**config.mk**
```make
export PLATFORM = sky130hd
export DESIGN_NAME = rtc_calendar
export DESIGN_NICKNAME = d
export VERILOG_FILES = /design/src/rtl/rtc_pkg.sv /design/src/rtl/rtc_shadow.sv /design/src/rtl/rtc_calendar.sv
export SDC_FILE = /design/constraint.sdc
export NUM_CORES = 1
export LEC_CHECK = 0
export BUFFER_PORTS_ARGS = -buffer_cell sky130_fd_sc_hd__clkbuf_2
export CAP_MARGIN = 10
export CORE_MARGIN = 2
export CORE_UTILIZATION = 55
export CTS_BUF_LIST = sky130_fd_sc_hd__clkbuf_16
export DETAILED_ROUTE_END_ITERATION = 7
export GPL_TIMING_DRIVEN = 0
export PLACE_DENSITY = 0.76
export SETUP_SLACK_MARGIN = 0.2
export SLEW_MARGIN = 20
export SYNTH_ARGS = -nofsm -noshare
export SYNTH_HDL_FRONTEND = slang
export SYNTH_SLANG_ARGS = --single-unit
```
**constraint.sdc**
```tcl
create_clock -name sys_clk -period 8.34 [get_ports sys_clk]
set_input_delay 0 -clock sys_clk [delete_from_list [all_inputs] [get_ports sys_clk]]
set_output_delay 0 -clock sys_clk [all_outputs]
set_load 0.02 [all_outputs]
```
**src/rtl/rtc_pkg.sv**
```systemverilog
// Constants shared by the real-time clock calendar block
package rtc_pkg;
  localparam int unsigned clk_hz = 50_000_000;
  localparam int unsigned tick_period_s = 1;
  localparam int unsigned tick_cycles = clk_hz * tick_period_s;
  localparam logic [6:0] minutes_seconds_offset = 7'h78;
  localparam logic [6:0] day_hours_offset = 7'h7A;
  localparam logic [6:0] year_month_offset = 7'h7C;
  localparam int seconds_lsb = 0;
  localparam int minutes_lsb = 8;
  localparam int hours_lsb = 0;
  localparam int day_lsb = 8;
  localparam int month_lsb = 0;
  localparam int year_lsb = 8;
  localparam logic [5:0] seconds_reset = 6'h00;
  localparam logic [5:0] minutes_reset = 6'h00;
  localparam logic [4:0] hours_reset = 5'h00;
  localparam logic [4:0] day_reset = 5'h00;
  localparam logic [3:0] month_reset = 4'h0;
  localparam logic [6:0] year_reset = 7'h00;
  localparam int cfg_mode_bit = 0;
  localparam int cfg_dst_bit = 1;
  localparam int cmd_flash_bit = 3;
  localparam int sync_stages = 3;
endpackage : rtc_pkg

```
**src/rtl/rtc_shadow.sv**
```systemverilog
// Pending time values held until the year byte activates them
`timescale 1ns/1ps
module rtc_shadow (
  input wire logic sys_clk,
  input wire logic nrst,
  input wire logic ce,
  input wire logic wr_en,
  input wire logic [1:0] wr_sel,
  input wire logic [1:0] wr_be,
  input wire logic [15:0] wr_data,
  output logic [47:0] rd_data
);
  typedef struct packed {
    logic [15:0] ms;
    logic [15:0] dh;
    logic [15:0] ym;
  } shadow_state_type;
  shadow_state_type state;
  shadow_state_type next_state;
  always_comb begin
    next_state = state;
    if (ce && wr_en) begin
      case (wr_sel)
        2'h0: begin
          if (wr_be[0]) next_state.ms[7:0] = wr_data[7:0];
          if (wr_be[1]) next_state.ms[15:8] = wr_data[15:8];
        end
        2'h1: begin
          if (wr_be[0]) next_state.dh[7:0] = wr_data[7:0];
          if (wr_be[1]) next_state.dh[15:8] = wr_data[15:8];
        end
        2'h2: begin
          if (wr_be[0]) next_state.ym[7:0] = wr_data[7:0];
          if (wr_be[1]) next_state.ym[15:8] = wr_data[15:8];
        end
        default: begin
        end
      endcase
    end
  end
  always_ff @(posedge sys_clk or negedge nrst) begin
    if (!nrst) begin
      state <= '0;
    end else begin
      state <= next_state;
    end
  end
  assign rd_data = {state.ms, state.dh, state.ym};
endmodule : rtc_shadow

```
**src/rtl/rtc_calendar.sv**
```systemverilog
// Real-time clock calendar time registers with one-second counting
//
// Notes on behaviour
// - Configuration bit 1 controls daylight-saving handling.
// - Global command bit 3 requests copying configuration and time to flash; flash_image here holds the time registers only.
// - Time registers are host-accessible only in normal operation.
// - Timer keeps counting whenever backup supply is present.
// - Minutes held binary, 0 to 59.
// - Seconds held binary, 0 to 59.
// - Day held binary in bits 12:8, 1 to 31.
// - Hours held binary in bits 4:0, 0 to 23.
// - Year held binary in bits 14:8, 0 to 99 from 2000.
// - Month held binary in bits 3:0, 1 to 12.
// - New time values apply only after year byte write.
// - Activated values appear from next one-second tick.
// - Elapsed mode clears time to zero at reset, then counts.
`timescale 1ns/1ps
module rtc_calendar #(
  parameter int unsigned tick_cycles = rtc_pkg::tick_cycles
) (
  input wire logic sys_clk,
  input wire logic nrst,
  input wire logic ce,
  input wire logic backup_supply_ok,
  input wire logic normal_operation,
  input wire logic calendar_mode,
  input wire logic dst_enable,
  input wire logic flash_save_cmd,
  input wire logic reg_wr,
  input wire logic reg_rd,
  input wire logic [6:0] reg_addr,
  input wire logic [1:0] reg_be,
  input wire logic [15:0] reg_wdata,
  output logic [15:0] reg_rdata,
  output logic reg_ack,
  output logic flash_save_req,
  output logic [47:0] flash_image
);
  typedef struct packed {
    logic [2:0] sup_sync;
    logic [2:0] norm_sync;
    logic sup_q;
    logic norm_q;
    logic [31:0] tick_cnt;
    logic [5:0] sec;
    logic [5:0] min;
    logic [4:0] hour;
    logic [4:0] day;
    logic [3:0] mon;
    logic [6:0] year;
    logic pending;
    logic dst_applied;
    logic [15:0] rdata;
    logic ack;
    logic save;
    logic [47:0] image;
  } rtc_state_type;
  rtc_state_type state;
  rtc_state_type next_state;
  logic [47:0] shadow;
  logic [1:0] sel;
  logic hit;
  logic sup_ok;
  logic norm_ok;
  logic tick;

  function automatic logic [4:0] month_days(input logic [3:0] m, input logic [6:0] y);
    case (m)
      4'h2: month_days = (y[1:0] == 2'h0) ? 5'd29 : 5'd28;
      4'h4, 4'h6, 4'h9, 4'hB: month_days = 5'd30;
      default: month_days = 5'd31;
    endcase
  endfunction : month_days

  function automatic logic [1:0] reg_index(input logic [6:0] a);
    case (a)
      rtc_pkg::minutes_seconds_offset: reg_index = 2'h0;
      rtc_pkg::day_hours_offset: reg_index = 2'h1;
      rtc_pkg::year_month_offset: reg_index = 2'h2;
      default: reg_index = 2'h3;
    endcase
  endfunction : reg_index

  assign sel = reg_index(reg_addr);
  assign hit = sel != 2'h3;
  // Qualified pin levels, updated only when the last two stages agree
  assign sup_ok = state.sup_q;
  assign norm_ok = state.norm_q;
  assign tick = sup_ok && (state.tick_cnt == tick_cycles - 1);

  rtc_shadow u_shadow (
    .sys_clk(sys_clk),
    .nrst(nrst),
    .ce(ce & norm_ok & calendar_mode),
    .wr_en(reg_wr & hit),
    .wr_sel(sel),
    .wr_be(reg_be),
    .wr_data(reg_wdata),
    .rd_data(shadow)
  );

  always_comb begin
    next_state = state;
    if (ce) begin
      // Pulses last one enabled cycle; a low enable holds them
      next_state.ack = 1'b0;
      next_state.save = 1'b0;
      next_state.sup_sync = {state.sup_sync[1:0], backup_supply_ok};
      next_state.norm_sync = {state.norm_sync[1:0], normal_operation};
      // A pin change counts once stages two and three agree
      if (state.sup_sync[2] == state.sup_sync[1]) begin
        next_state.sup_q = state.sup_sync[2];
      end
      if (state.norm_sync[2] == state.norm_sync[1]) begin
        next_state.norm_q = state.norm_sync[2];
      end
      if (sup_ok) begin
        next_state.tick_cnt = tick ? 32'h0 : state.tick_cnt + 32'h1;
      end
      if (tick) begin
        if (state.pending) begin
          next_state.pending = 1'b0;
          next_state.sec = shadow[37:32];
          next_state.min = shadow[45:40];
          next_state.hour = shadow[20:16];
          next_state.day = shadow[28:24];
          next_state.mon = shadow[3:0];
          next_state.year = shadow[14:8];
        end else begin
          // Carry chain with calendar month lengths
          next_state.sec = state.sec + 6'h1;
          if (state.sec == 6'd59) begin
            next_state.sec = 6'h0;
            next_state.min = state.min + 6'h1;
            if (state.min == 6'd59) begin
              next_state.min = 6'h0;
              next_state.hour = state.hour + 5'h1;
              if (state.hour == 5'd23) begin
                next_state.hour = 5'h0;
                next_state.day = state.day + 5'h1;
                if (state.day >= month_days(state.mon, state.year)) begin
                  next_state.day = 5'h1;
                  next_state.mon = state.mon + 4'h1;
                  if (state.mon >= 4'd12) begin
                    next_state.mon = 4'h1;
                    next_state.year = (state.year >= 7'd99) ? 7'h0 : state.year + 7'h1;
                  end
                end
              end
            end
          end
        end
      end
      // Daylight-saving shift: spring forward once when enabled, fall back once when disabled
      if (calendar_mode && dst_enable != state.dst_applied && tick && !state.pending) begin
        next_state.dst_applied = dst_enable;
        if (dst_enable) begin
          next_state.hour = (next_state.hour == 5'd23) ? 5'h0 : next_state.hour + 5'h1;
        end else begin
          next_state.hour = (next_state.hour == 5'h0) ? 5'd23 : next_state.hour - 5'h1;
        end
      end
      // Year byte write arms the pending update
      if (reg_wr && norm_ok && calendar_mode && sel == 2'h2 && reg_be[1]) begin
        next_state.pending = 1'b1;
      end
      if ((reg_rd || reg_wr) && norm_ok) begin
        next_state.ack = 1'b1;
        case (sel)
          2'h0: next_state.rdata = {2'h0, state.min, 2'h0, state.sec};
          2'h1: next_state.rdata = {3'h0, state.day, 3'h0, state.hour};
          2'h2: next_state.rdata = {1'h0, state.year, 4'h0, state.mon};
          default: next_state.rdata = 16'h0000;
        endcase
      end
      if (flash_save_cmd && norm_ok) begin
        next_state.save = 1'b1;
        next_state.image = {2'h0, state.min, 2'h0, state.sec, 3'h0, state.day, 3'h0, state.hour,
                            1'h0, state.year, 4'h0, state.mon};
      end
    end
  end

  always_ff @(posedge sys_clk or negedge nrst) begin
    if (!nrst) begin
      state <= '0;
    end else begin
      state <= next_state;
    end
  end

  assign reg_rdata = state.rdata;
  assign reg_ack = state.ack;
  assign flash_save_req = state.save;
  assign flash_image = state.image;

  seconds_range_a: assert property (@(posedge sys_clk) disable iff (!nrst)
    !state.pending |-> state.sec <= 6'd59 || $past(state.pending))
    else $error("seconds out of range");
  minutes_range_a: assert property (@(posedge sys_clk) disable iff (!nrst)
    $rose(state.min == 6'd0) && !$past(state.pending) |-> $past(state.min) == 6'd59)
    else $error("minute wrap wrong");
  hours_wrap_a: assert property (@(posedge sys_clk) disable iff (!nrst)
    $past(tick) && $past(state.hour) == 5'd23 && $past(state.min) == 6'd59 && $past(state.sec) == 6'd59 &&
    !$past(state.pending) && $past(ce) && $past(dst_enable) == $past(state.dst_applied) |-> state.hour == 5'd0)
    else $error("hour wrap wrong");
  hold_pending_a: assert property (@(posedge sys_clk) disable iff (!nrst)
    state.pending && !tick |=> $stable(state.sec) && $stable(state.year))
    else $error("time changed early");
  apply_tick_a: assert property (@(posedge sys_clk) disable iff (!nrst)
    state.pending && tick && ce |=> (!state.pending || $past(reg_wr)) && state.year == $past(shadow[14:8]))
    else $error("pending not applied");
  unused_zero_a: assert property (@(posedge sys_clk) disable iff (!nrst)
    reg_ack |-> reg_rdata[15] == 1'b0)
    else $error("unused bit set");
  access_gate_a: assert property (@(posedge sys_clk) disable iff (!nrst)
    reg_ack |-> $past(norm_ok))
    else $error("access outside normal operation");
  count_hold_a: assert property (@(posedge sys_clk) disable iff (!nrst)
    !sup_ok |=> $stable(state.tick_cnt))
    else $error("timer ran without supply");
  save_pulse_a: assert property (@(posedge sys_clk) disable iff (!nrst)
    flash_save_req |=> !flash_save_req || $past(flash_save_cmd))
    else $error("save pulse stuck");
  access_answer_a: assert property (@(posedge sys_clk) disable iff (!nrst)
    ce && (reg_rd || reg_wr) && norm_ok |=> reg_ack)
    else $error("request not answered");
  unused_ms_a: assert property (@(posedge sys_clk) disable iff (!nrst)
    reg_ack && $past(sel) == 2'h0 |-> reg_rdata[15:14] == 2'h0 && reg_rdata[7:6] == 2'h0)
    else $error("unused time bits set");
  day_wrap_a: assert property (@(posedge sys_clk) disable iff (!nrst)
    ce && tick && !state.pending && state.sec == 6'd59 && state.min == 6'd59 && state.hour == 5'd23 &&
    state.day >= month_days(state.mon, state.year) |=> state.day == 5'h1)
    else $error("day carry wrong");
  year_arm_a: assert property (@(posedge sys_clk) disable iff (!nrst)
    ce && reg_wr && norm_ok && calendar_mode && sel == 2'h2 && reg_be[1] |=> state.pending)
    else $error("year write did not arm");
  dst_apply_a: assert property (@(posedge sys_clk) disable iff (!nrst)
    ce && tick && !state.pending && calendar_mode && dst_enable != state.dst_applied |=>
    state.dst_applied == $past(dst_enable))
    else $error("daylight shift not applied");
endmodule : rtc_calendar

```
==> metrics.txt, run 1 <==
sequential fraction of the synthesis area=0.471; Max-slew headroom=0.287; Post-Synth Adder-Cell Area=0.0242; first-pass GRT wire length=31700 um; TritonCTS clock tree=done; pre-CTS setup slack=4.42 ns; Setup WS post-layout=4.36 ns; Synth Instances=825; complex-gate fraction of the synthesized area=0.127; cell area after synthesis=0.00829 mm2; VDD IR max=0.139 mV; synthesized area per cell=10.0 um2; multiplexer share of the synthesized area=0.101; Pwr Total=1.92 mW; initial antenna violation count=0; hpwl dp=13900 um; width of the die=127 um; CTS H-tree lvls=4; Num CTS Buffers=17; Initial Utilization=0.566; max-cap violations=0; placed cell count=1103; Critical R2R Launch=state[130]; power density cells=197 mW/mm2; NumNets Final=1005; Setup CP Type=reg2reg; vias post-DR=6574; hold path cells=3; layout cells sized above 1=0.266; chip height=127 um; Min-Delay Startpoint=reg_addr[5]; CP Max Fanout=8; Post-CTS Setup Inserts=0; Post-route DRC=0; GPL Wtd Cong=0.916; Simple-Gate Fraction of Synth Area=0.154; outcome=finished, final reports clean; clk sinks=156; DR WL/cell=17.0 um; TritonRoute pass-1 iters=5; Max Slew Vio Count=0; unrepaired setup endpoints after global routing=no; Reg2Reg Setup Slack=4.36 ns; R2R depth=12; fin cells=1151; R2R Path End=state[84]; Post-synth EDFFs=0; Core Rows=44; Hold Path Class=in2reg; CP Capture Type=flip-flop; Setup Skew=0.00797 ns; clock tree buffer depth=2; Achievable Freq=251 MHz; Lkg Pwr=4.78 nW; Clock transition at path regs=0.06 ns; top_reg_cell synth=dfrtp_1; die area=0.0161 mm2; Clock Latency Late Sink=0.43 ns; register bit total from synthesis=156; Startpoint Class=flip-flop; Vias per Instance=5.71; Fill cells=1180; Post-DRT Antenna Nets=0; yosys warns=0; Final Setup Violations=0; Final Hold Vio Count=0; crit path time final=3.98 ns; largest net degree at the start of global routing=85; xor/xnor share of the synthesized area=0.0317; Critical Path AT=4.34 ns; GRT Util Overall=0.254; CTS Root Cell=clkbuf_16; Diodes inserted=0; # IOs=101; initial drt markers=562; gr ovfl total=0; Area growth, synth to finish=17.6%; actual slew at the worst max-slew pin=1.06 ns; Min-Delay Endpoint=reg_rdata[13]; sum of negative setup slack=0 ns; asr flop ratio synth=1.00; Core Box Area=0.0146 mm2; distinct cell type count after synthesis=68; vias in the first global route=6063; total wire length=19600 um; final hold slack=0.0978 ns; Req. time, crit path=8.70 ns; main combinational cell family by area after synthesis=simple AND/OR/NAND/NOR gates; buffers added on ports=76; fin crit share=0.477
==> Yosys cell counts, types with 18 or more instances <==
cell,count,share of area
dfrtp_1,156,0.47
nand2_1,75,0.034
buf_4,65,0.059
inv_1,28,0.013
xnor2_1,18,0.019
a21oi_1,36,0.022
clkbuf_1,20,0.0091
nand3_1,39,0.024
o21ai_0,83,0.050
nor2_1,42,0.019
mux2_2,63,0.086
==> what timing repair did <==
action                                 in CTS  in global routing
endpoints found under the hold margin     118                  0
hold buffers                               16                  0
resized for setup                           0                  0
==> cell usage in the layout (no fill, tap or decap), types with 4 or more instances in the layout <==
| cell | n |
|---|---|
| buf_6 | 5 |
| nor3b_1 | 5 |
| nor2b_1 | 7 |
| and4_1 | 5 |
| ha_1 | 16 |
| conb_1 | 18 |
| nor2_1 | 42 |
| xor2_1 | 12 |
| dlygate4sd3_1 | 16 |
| xnor2_1 | 18 |
| nand3_1 | 39 |
| o31ai_1 | 5 |
| a21oi_1 | 36 |
| nand4_1 | 9 |
| and3_1 | 12 |
| a22o_1 | 11 |
| nor4_1 | 7 |
| clkbuf_2 | 75 |
| mux2_2 | 63 |
| a211oi_1 | 4 |
| o21ai_0 | 83 |
| inv_1 | 31 |
| clkbuf_16 | 17 |
| buf_4 | 65 |
| nand2_1 | 75 |
| nor3_1 | 16 |
| mux2i_1 | 13 |
| clkbuf_1 | 20 |
| dfrtp_1 | 156 |
| a22oi_1 | 8 |
| clkinvlp_4 | 4 |
==> report_power, final <==
part	leakage [nW]	internal (mW)	switching [mW]	total (mW)
Combinational	2.40	0.130	0.176	0.306
Clock	0.286	0.463	0.299	0.762
Sequential	2.09	0.808	0.0469	0.855
==> layout make-up <==
type                       instances  area, um2  share of cell area
timing repair buffer              93        577              0.0592
buffer                            95        647              0.0664
clock buffer                      17        425              0.0437
multi-input combinational        563       3700               0.379
tap                              184        230              0.0236
clock inverter                    15        159              0.0163
sequential                       156       3900               0.401
inverter                          28        105              0.0108
==> registers in the layout (all words and copies together), names as in the netlist <==
| register | cells |
|---|---|
| flash_save_req | 1 |
| flash_image | 33 |
| u_shadow.rd_data | 33 |
| sup_ok | 1 |
| reg_rdata | 13 |
| norm_ok | 1 |
| reg_ack | 1 |
| state | 73 |
==> cell families (layout without fill, tap and decap cells) <==
family	after synthesis	in the layout
other	1	18
XOR/XNOR	30	30
multiplexers	76	76
flip-flops	156	156
AO/OA/AOI/OAI	175	175
AND/OR/NAND/NOR	248	248
adder cells (fa/ha/maj)	16	16
buffers and inverters	123	248
==> layer usage <==
layer | track usage | vias up | wire [um]
li1 | - | 3127 | -
met1 | 0.364 | 3160 | 9120
met2 | 0.393 | 252 | 8890
met3 | 0.0401 | 35 | 1160
met4 | 0.0944 | 0 | 440
met5 | 0 | - | 0
==> worst max path at each step <==
stage | endpoint | slack (ns) | start
6_report | state[84] | 4.36 | state[130]
5_1_grt | state[84] | 4.16 | state[129]
4_1_cts | state[84] | 4.39 | state[130]
3_5_place_dp | state[84] | 4.42 | state[130]
3_3_place_gp | state[84] | 4.44 | state[129]
2_1_floorplan | state[84] | 4.88 | state[125]
==> critical path, cell delays in order (launching register included) <==
cell     delay [ns]
dfrtp_1        0.41
or4_1          0.56
or4_4          0.58
nor3_4         0.37
mux2_2         0.38
nor2_1         0.43
inv_1          0.18
ha_1           0.27
inv_1          0.12
nor2_1         0.07
and4_1         0.22
o21ai_0        0.15
a41o_1         0.18
==> through the flow <==
| stage | area [um2] | utilization |
|---|---|---|
| 4_1_cts | 9740 | 0.665 |
| 3_5_place_dp | 9000 | 0.615 |
| 5_1_grt | 9740 | 0.665 |
| 6_report | 9740 | 0.665 |
| 3_3_place_gp | 8960 | 0.612 |
| 2_1_floorplan | 8350 | - |
(Power assumes the default switching activity.)
==> run 2, diff against run 1 <==
Settings changed: ABC_AREA from default to 1.
Clock period 8.34 ns to 3.8 ns, I/O delays scaled along.
==> run 2 against run 1 <==
Net effect:
- core utilization rose by 0.084 points
- routed wire length grew 13%
- first-iteration DRC count grew 52%
- critical endpoint is now state[68]
- largest cell class unchanged
==> metrics.txt, run 2 <==
Req. time, crit path=4.15 ns (-4.55 ns); synth top area cells=dfrtp_1 (45%), nand2_1 (10%), o21ai_0 (6.9%); power density cells=478 mW/mm2 (+140%); top_reg_cell synth=dfrtp_1; complex-gate fraction of the synthesized area=0.138 (+0.0110); Setup WS post-layout=0.591 ns (-3.77 ns); Biggest register=state; xor/xnor share of the synthesized area=0.0294 (-0.00232); Startpoint Class=flip-flop; die area=0.0167 mm2 (+4.2%); post-layout instance area=0.0102 mm2 (+4.3%); asr flop ratio synth=1.00 (unchanged); Area growth, synth to finish=17.6% (about the same); TritonCTS clock tree=done; GRT Util Overall=0.278 (+0.0242); initial drt markers=854 (+52%); Core Box Area=0.0153 mm2 (+4.2%); cell area after synthesis=0.00865 mm2 (+4.3%); Final Setup Violations=0 (unchanged); CP Capture Type=flip-flop; distinct cell type count after synthesis=52 (-24%); first-pass GRT wire length=35800 um (+13%); Commonest cells post-synth=nand2_1 (233), dfrtp_1 (156), o21ai_0 (120), inv_1 (114), nor2_1 (67); NumNets Final=1254 (+25%); most common cell after layout, fill and taps aside=nand2_1; Synth top area share=0.452 (-0.0194); layout cells sized above 1=0.190 (-0.0755); chip height=129 um (+2.1%); Reg2Reg Setup Slack=0.59 ns (-3.77 ns); pre-CTS setup slack=0.527 ns (-3.90 ns); Reg area=0.00390 mm2 (unchanged); Setup Skew=0.0101 ns (+0.00218 ns); final hold slack=0.0451 ns (-0.0527 ns); Num CTS Buffers=17 (unchanged); Post-Synth Adder-Cell Area=0.0232 (-0.000996); Fill cells=1315 (+11%); TritonRoute pass-1 iters=6 (+1); Initial Utilization=0.567 (+0.000580); Vias per Instance=5.31 (-7.0%); fin crit share=0.845 (+0.367); worst path cell trace=inv_1, ha_1, nor3b_1, a21oi_1, ha_1, inv_1, nand2_1, a21oi_1, nor3_2, inv_1, o21ai_2, nand2_1, nor2_2, nand3_1, o21ai_0; crit-path most repeated cell=inv_1; vias post-DR=7571 (+15%); gr ovfl total=0 (unchanged); sequential fraction of the synthesis area=0.452 (-0.0194); width of the die=129 um (+2.1%); DR WL/cell=15.6 um (-8.7%); Hold Path Class=in2reg; multiplexer share of the synthesized area=0.00955 (-0.0917); Lkg Pwr=5.21 nW (+9.1%); most frequent cell after synthesis=nand2_1; GPL Wtd Cong=0.948 (+3.5%); max-cap violations=0 (unchanged); clock tree buffer depth=2 (unchanged); register bit total from synthesis=156 (unchanged); yosys warns=0 (unchanged); unrepaired setup endpoints after global routing=no; outcome=finished, final reports clean; Max Slew Vio Count=0 (unchanged); Clock Latency Late Sink=0.43 ns (about the same); Post-route DRC=0 (unchanged); Achievable Freq=312 MHz (+24%); worst path bufs/invs=3 (+1); Clock transition at path regs=0.06 ns (about the same); CP top delay family=simple AND/OR/NAND/NOR gates; Setup CP Type=reg2reg; Max-slew headroom=0.547 (+0.260); synthesized area per cell=8.08 um2 (-20%); CTS H-tree lvls=4 (unchanged); initial antenna violation count=0 (unchanged); Diodes inserted=0 (unchanged); Post-synth EDFFs=0 (unchanged); Largest register FFs=73 (unchanged); clk sinks=156 (unchanged); VDD IR max=0.330 mV (+140%); biggest area consumer among synthesized cells=dfrtp_1; CTS Root Cell=clkbuf_16; largest net degree at the start of global routing=86 (+1.2%); crit path time final=3.21 ns (-0.771 ns); CP Max Fanout=8 (unchanged); area of the multi-input gates=0.00374 mm2 (+1.1%); Critical Path AT=3.56 ns (-0.78 ns); actual slew at the worst max-slew pin=0.675 ns (-0.388 ns); Synth Instances=1070 (+30%); DP Area=0.00940 mm2 (+4.4%); Post-CTS Setup Inserts=0 (unchanged); vias in the first global route=6973 (+15%); main combinational cell family by area after synthesis=simple AND/OR/NAND/NOR gates; Final Hold Vio Count=0 (unchanged); sum of negative setup slack=0 ns (unchanged); Worst path slowest cell=dfrtp_1; Simple-Gate Fraction of Synth Area=0.224 (+0.0704); buffers added on ports=77 (+1.3%); CP max stage delay=0.41 ns (-0.17 ns); total wire length=22200 um (+13%); hpwl dp=16400 um (+18%); # IOs=101 (unchanged); Post-DRT Antenna Nets=0 (unchanged); highest-count cells in the layout ignoring fill and taps=nand2_1 (233), dfrtp_1 (156), o21ai_0 (120), inv_1 (115), clkbuf_2 (76); Core Rows=45 (+2.3%)
[run 2: changes by cell type in the layout (fill, tap and decap cells not counted), moves of 17 or more]
cell / delta
nor2_1: +25
nand3_1: +17
nand2_1: +158
inv_1: +84
mux2_2: -61
o21ai_0: +37
[run 2: what timing repair did]
action	in CTS	in global routing
hold endpoints to repair	110	0
hold buffers	19	0
gates resized for setup	0	1
setup endpoints to repair	0	7
[run 2: final timing paths]
kind,start,depth (start not counted),to
max in group asynchronous,nrst,3,state[98]
hold reg to reg,state[137],2,state[137]
min in group asynchronous,nrst,2,state[130]
setup / recovery,state[75],15,state[68]
setup reg to reg,state[75],15,state[68]
hold / removal,reg_be[0],5,u_shadow.rd_data[37]
[run 2: cell families after synthesis]
| logic type | Yosys count |
|---|---|
| AND/OR/NAND/NOR | 431 |
| AO/OA/AOI/OAI | 211 |
| XOR/XNOR | 29 |
| buffers and inverters | 218 |
| other | 1 |
| flip-flops | 156 |
| adder cells (fa/ha/maj) | 16 |
| multiplexers | 8 |
[run 2: worst reg2reg max path, cell delays in order (launching register included)]
cell	delay, ns
dfrtp_1	0.41
inv_1	0.25
ha_1	0.21
nor3b_1	0.33
a21oi_1	0.13
ha_1	0.28
inv_1	0.03
nand2_1	0.05
a21oi_1	0.06
nor3_2	0.29
inv_1	0.17
o21ai_2	0.32
nand2_1	0.11
nor2_2	0.31
nand3_1	0.11
o21ai_0	0.09
[run 2: report_power, final]
group | switching, mW | internal, mW | total [mW]
sequential | 0.165 | 1.88 | 2.04
combinational | 0.647 | 0.485 | 1.13
clock | 0.674 | 1.02 | 1.69
total | 1.49 | 3.38 | 4.86
[run 2: routing by layer]
| layer | track usage | part of all wire | up-vias |
|---|---|---|---|
| li1 | - | - | 3703 |
| met1 | 0.410 | 0.47 | 3544 |
| met2 | 0.406 | 0.44 | 294 |
| met3 | 0.0681 | 0.076 | 30 |
| met4 | 0.0876 | 0.019 | 0 |
| met5 | 0 | 0 | - |
[run 2: layout make-up]
| type | count | area share |
|---|---|---|
| timing repair buffer | 97 | 0.0602 |
| multi-input combinational | 713 | 0.368 |
| clock inverter | 13 | 0.0149 |
| buffer | 91 | 0.0580 |
| tap | 211 | 0.0260 |
| sequential | 156 | 0.384 |
| inverter | 127 | 0.0474 |
| clock buffer | 17 | 0.0418 |
[run 2: per-stage QoR]
step                      utilization  power, mW  cells
after CTS                       0.666       4.88   1425
after global routing            0.666       5.09   1425
after global placement          0.613       3.15   1375
after floorplan                     -       2.82   1087
after detailed placement        0.616       3.18   1376
final                           0.666       4.86   1425
==> run 3, diff against run 2 <==
Settings changed: ABC_AREA 1 to 0, CORE_UTILIZATION 55 to 53, PLACE_DENSITY 0.76 to 0.77.
Clock period 3.8 ns to 2.9 ns, I/O delays scaled along.
==> run 3 against run 2 <==
Net effect:
- the run now ends with negative setup slack left
- fmax down 1.7%
- power up 17%
- routed wire length down 8.7%
- register-to-register slack worse by 0.96 ns
- design area unchanged
- sequential share of layout area about the same
- clock skew up 0.00079 ns
- worst hold slack worse by 0.0077 ns
==> metrics.txt, run 3 (same netlist as run 1, synthesis figures left out) <==
Fill cells=1146 (-13%); CTS Root Cell=clkbuf_16; vias in the first global route=6409 (-8.1%); power density cells=559 mW/mm2 (+17%); outcome=complete, but fails checks; VDD IR max=0.435 mV (+32%); Achievable Freq=306 MHz (-1.7%); highest-count cells in the layout ignoring fill and taps=dfrtp_1 (153), buf_4 (80), clkbuf_2 (77), nand2_1 (74), o21ai_0 (68); first-pass GRT wire length=32300 um (-9.7%); Startpoint Class=flip-flop; Post-route DRC=0 (unchanged); Max Slew Vio Count=0 (unchanged); GRT Util Overall=0.251 (-0.0272); TritonRoute pass-1 iters=5 (-1); vias post-DR=6707 (-11%); Req. time, crit path=3.21 ns (-0.94 ns); Combinational Power Share=0.174 (-0.059); Post-DRT Antenna Nets=0 (unchanged); worst path bufs/invs=2 (-1); CP Capture Type=flip-flop; # IOs=101 (unchanged); initial antenna violation count=0 (unchanged); Biggest register=state; Worst path slowest cell=or4_4; DP Area=0.00908 mm2 (-3.4%); Critical Path AT=3.58 ns (+0.02 ns); post-layout instance area=0.0102 mm2 (unchanged); initial drt markers=538 (-37%); actual slew at the worst max-slew pin=0.964 ns (+0.289 ns); CTS H-tree lvls=4 (unchanged); CP max stage delay=0.59 ns (+0.18 ns); max-cap violations=0 (unchanged); Setup CP Type=reg2reg; failing checks=negative setup slack; fin crit share=1.13 (+0.281); total wire length=20300 um (-8.7%); Diodes inserted=0 (unchanged); Clock Latency Late Sink=0.44 ns (about the same); final hold slack=0.0374 ns (-0.00767 ns); hpwl dp=14000 um (-14%); crit-path most repeated cell=or4_4; crit path time final=3.26 ns (+0.0552 ns); clk sinks=156 (unchanged); CP top delay family=simple AND/OR/NAND/NOR gates; GPL Wtd Cong=0.928 (-2.1%); buffers added on ports=76 (-1.3%); Largest register FFs=73 (unchanged); gr ovfl total=0 (unchanged); DR WL/cell=16.9 um (+8.8%); Setup WS post-layout=-0.364 ns (-0.955 ns); Final Hold Vio Count=0 (unchanged); fraction of power spent switching nets=0.280 (-0.0258); Setup Skew=0.0109 ns (+0.000790 ns); Final Setup Violations=7 (+7); Int Pwr=4.09 mW (+21%); Clock power frac=0.390 (+0.042); Max-slew headroom=0.353 (-0.193); Core Box Area=0.0153 mm2 (unchanged); Vias per Instance=5.61 (+5.6%); Num CTS Buffers=17 (unchanged); largest net degree at the start of global routing=80 (-7.0%); Lkg Pwr=4.91 nW (-5.8%); Hold Path Class=in2reg; Initial Utilization=0.543 (-0.0234); layout cells sized above 1=0.324 (+0.134); width of the die=129 um (-0.24%); Area growth, synth to finish=22.6%; net switching power=1.59 mW (+7.0%); clock tree buffer depth=2 (unchanged); TritonCTS clock tree=done; NumNets Final=1023 (-18%); CP Max Fanout=5 (-3); sum of negative setup slack=-1.73 ns (-1.73 ns); unrepaired setup endpoints after global routing=yes; Clock transition at path regs=0.06 ns (about the same); Sequential Power Share=0.436 (+0.016); most common cell after layout, fill and taps aside=dfrtp_1; pre-CTS setup slack=-0.626 ns (-1.15 ns); worst path cell trace=or4_4, or4_4, nor3_4, mux2_4, nor2_4, buf_6, ha_4, inv_1, nor2_1, a31o_1, a22o_1, a31oi_1; die area=0.0167 mm2 (-0.49%); chip height=129 um (-0.24%); Pwr Total=5.68 mW (+17%); Core Rows=45 (unchanged)
-- run 3: worst reg2reg max path: stages (launching register included) --
cell and delay, ns:
dfrtp_1 0.40, or4_4 0.58, or4_4 0.59, nor3_4 0.25, mux2_4 0.33, nor2_4 0.19
buf_6 0.13, ha_4 0.13, inv_1 0.05, nor2_1 0.12, a31o_1 0.18, a22o_1 0.13
a31oi_1 0.08
-- run 3: final timing paths --
check                       startpoint  depth (start not counted)           end  slack, ns
setup / recovery            state[131]                         12     state[88]      -0.36
hold / removal             reg_addr[5]                          3  reg_rdata[4]       0.04
setup reg to reg            state[131]                         12     state[88]      -0.36
hold reg to reg             state[132]                          1    state[132]       0.48
max in group asynchronous         nrst                          3     state[69]       1.92
min in group asynchronous         nrst                          2    state[127]       0.17
-- run 3: power groups by stage --
| stage | Clock (mW) | Sequential [mW] | Combinational [mW] |
|---|---|---|---|
| after floorplan | 0 | 2.46 | 0.641 |
| after global placement | 0 | 2.50 | 0.864 |
| after detailed placement | 0 | 2.51 | 0.900 |
| after CTS | 2.24 | 2.47 | 0.972 |
| after global routing | 2.32 | 2.49 | 1.08 |
| final | 2.22 | 2.48 | 0.990 |
-- run 3: routing by layer --
metal	track usage	up-vias	wire, um
met2	0.378	268	9070
li1	-	3160	-
met5	0	-	0
met4	0.0972	0	403
met3	0.0590	35	1440
met1	0.354	3244	9340
-- run 3: what timing repair did --
action,in CTS,in global routing
buffers inserted,14,4
hold buffers,16,0
setup endpoints to repair,47,44
pin swaps,10,17
resized for setup,36,34
endpoints found under the hold margin,113,0
-- run 3: layout make-up --
type	count	area, um2	share of cell area
Multi-Input combinational cell	563	3900	0.384
Sequential cell	156	3910	0.384
Timing Repair Buffer	111	723	0.0711
Clock inverter	15	159	0.0156
Tap cell	211	264	0.0260
Clock buffer	17	425	0.0418
Inverter	28	108	0.0106
Buffer	95	681	0.0670
-- run 3: per-stage QoR --
| stage | utilization | cells |
|---|---|---|
| floorplan | - | 842 |
| global placement | 0.593 | 1129 |
| detailed placement | 0.595 | 1130 |
| CTS | 0.657 | 1192 |
| global route | 0.666 | 1196 |
| finish | 0.666 | 1196 |
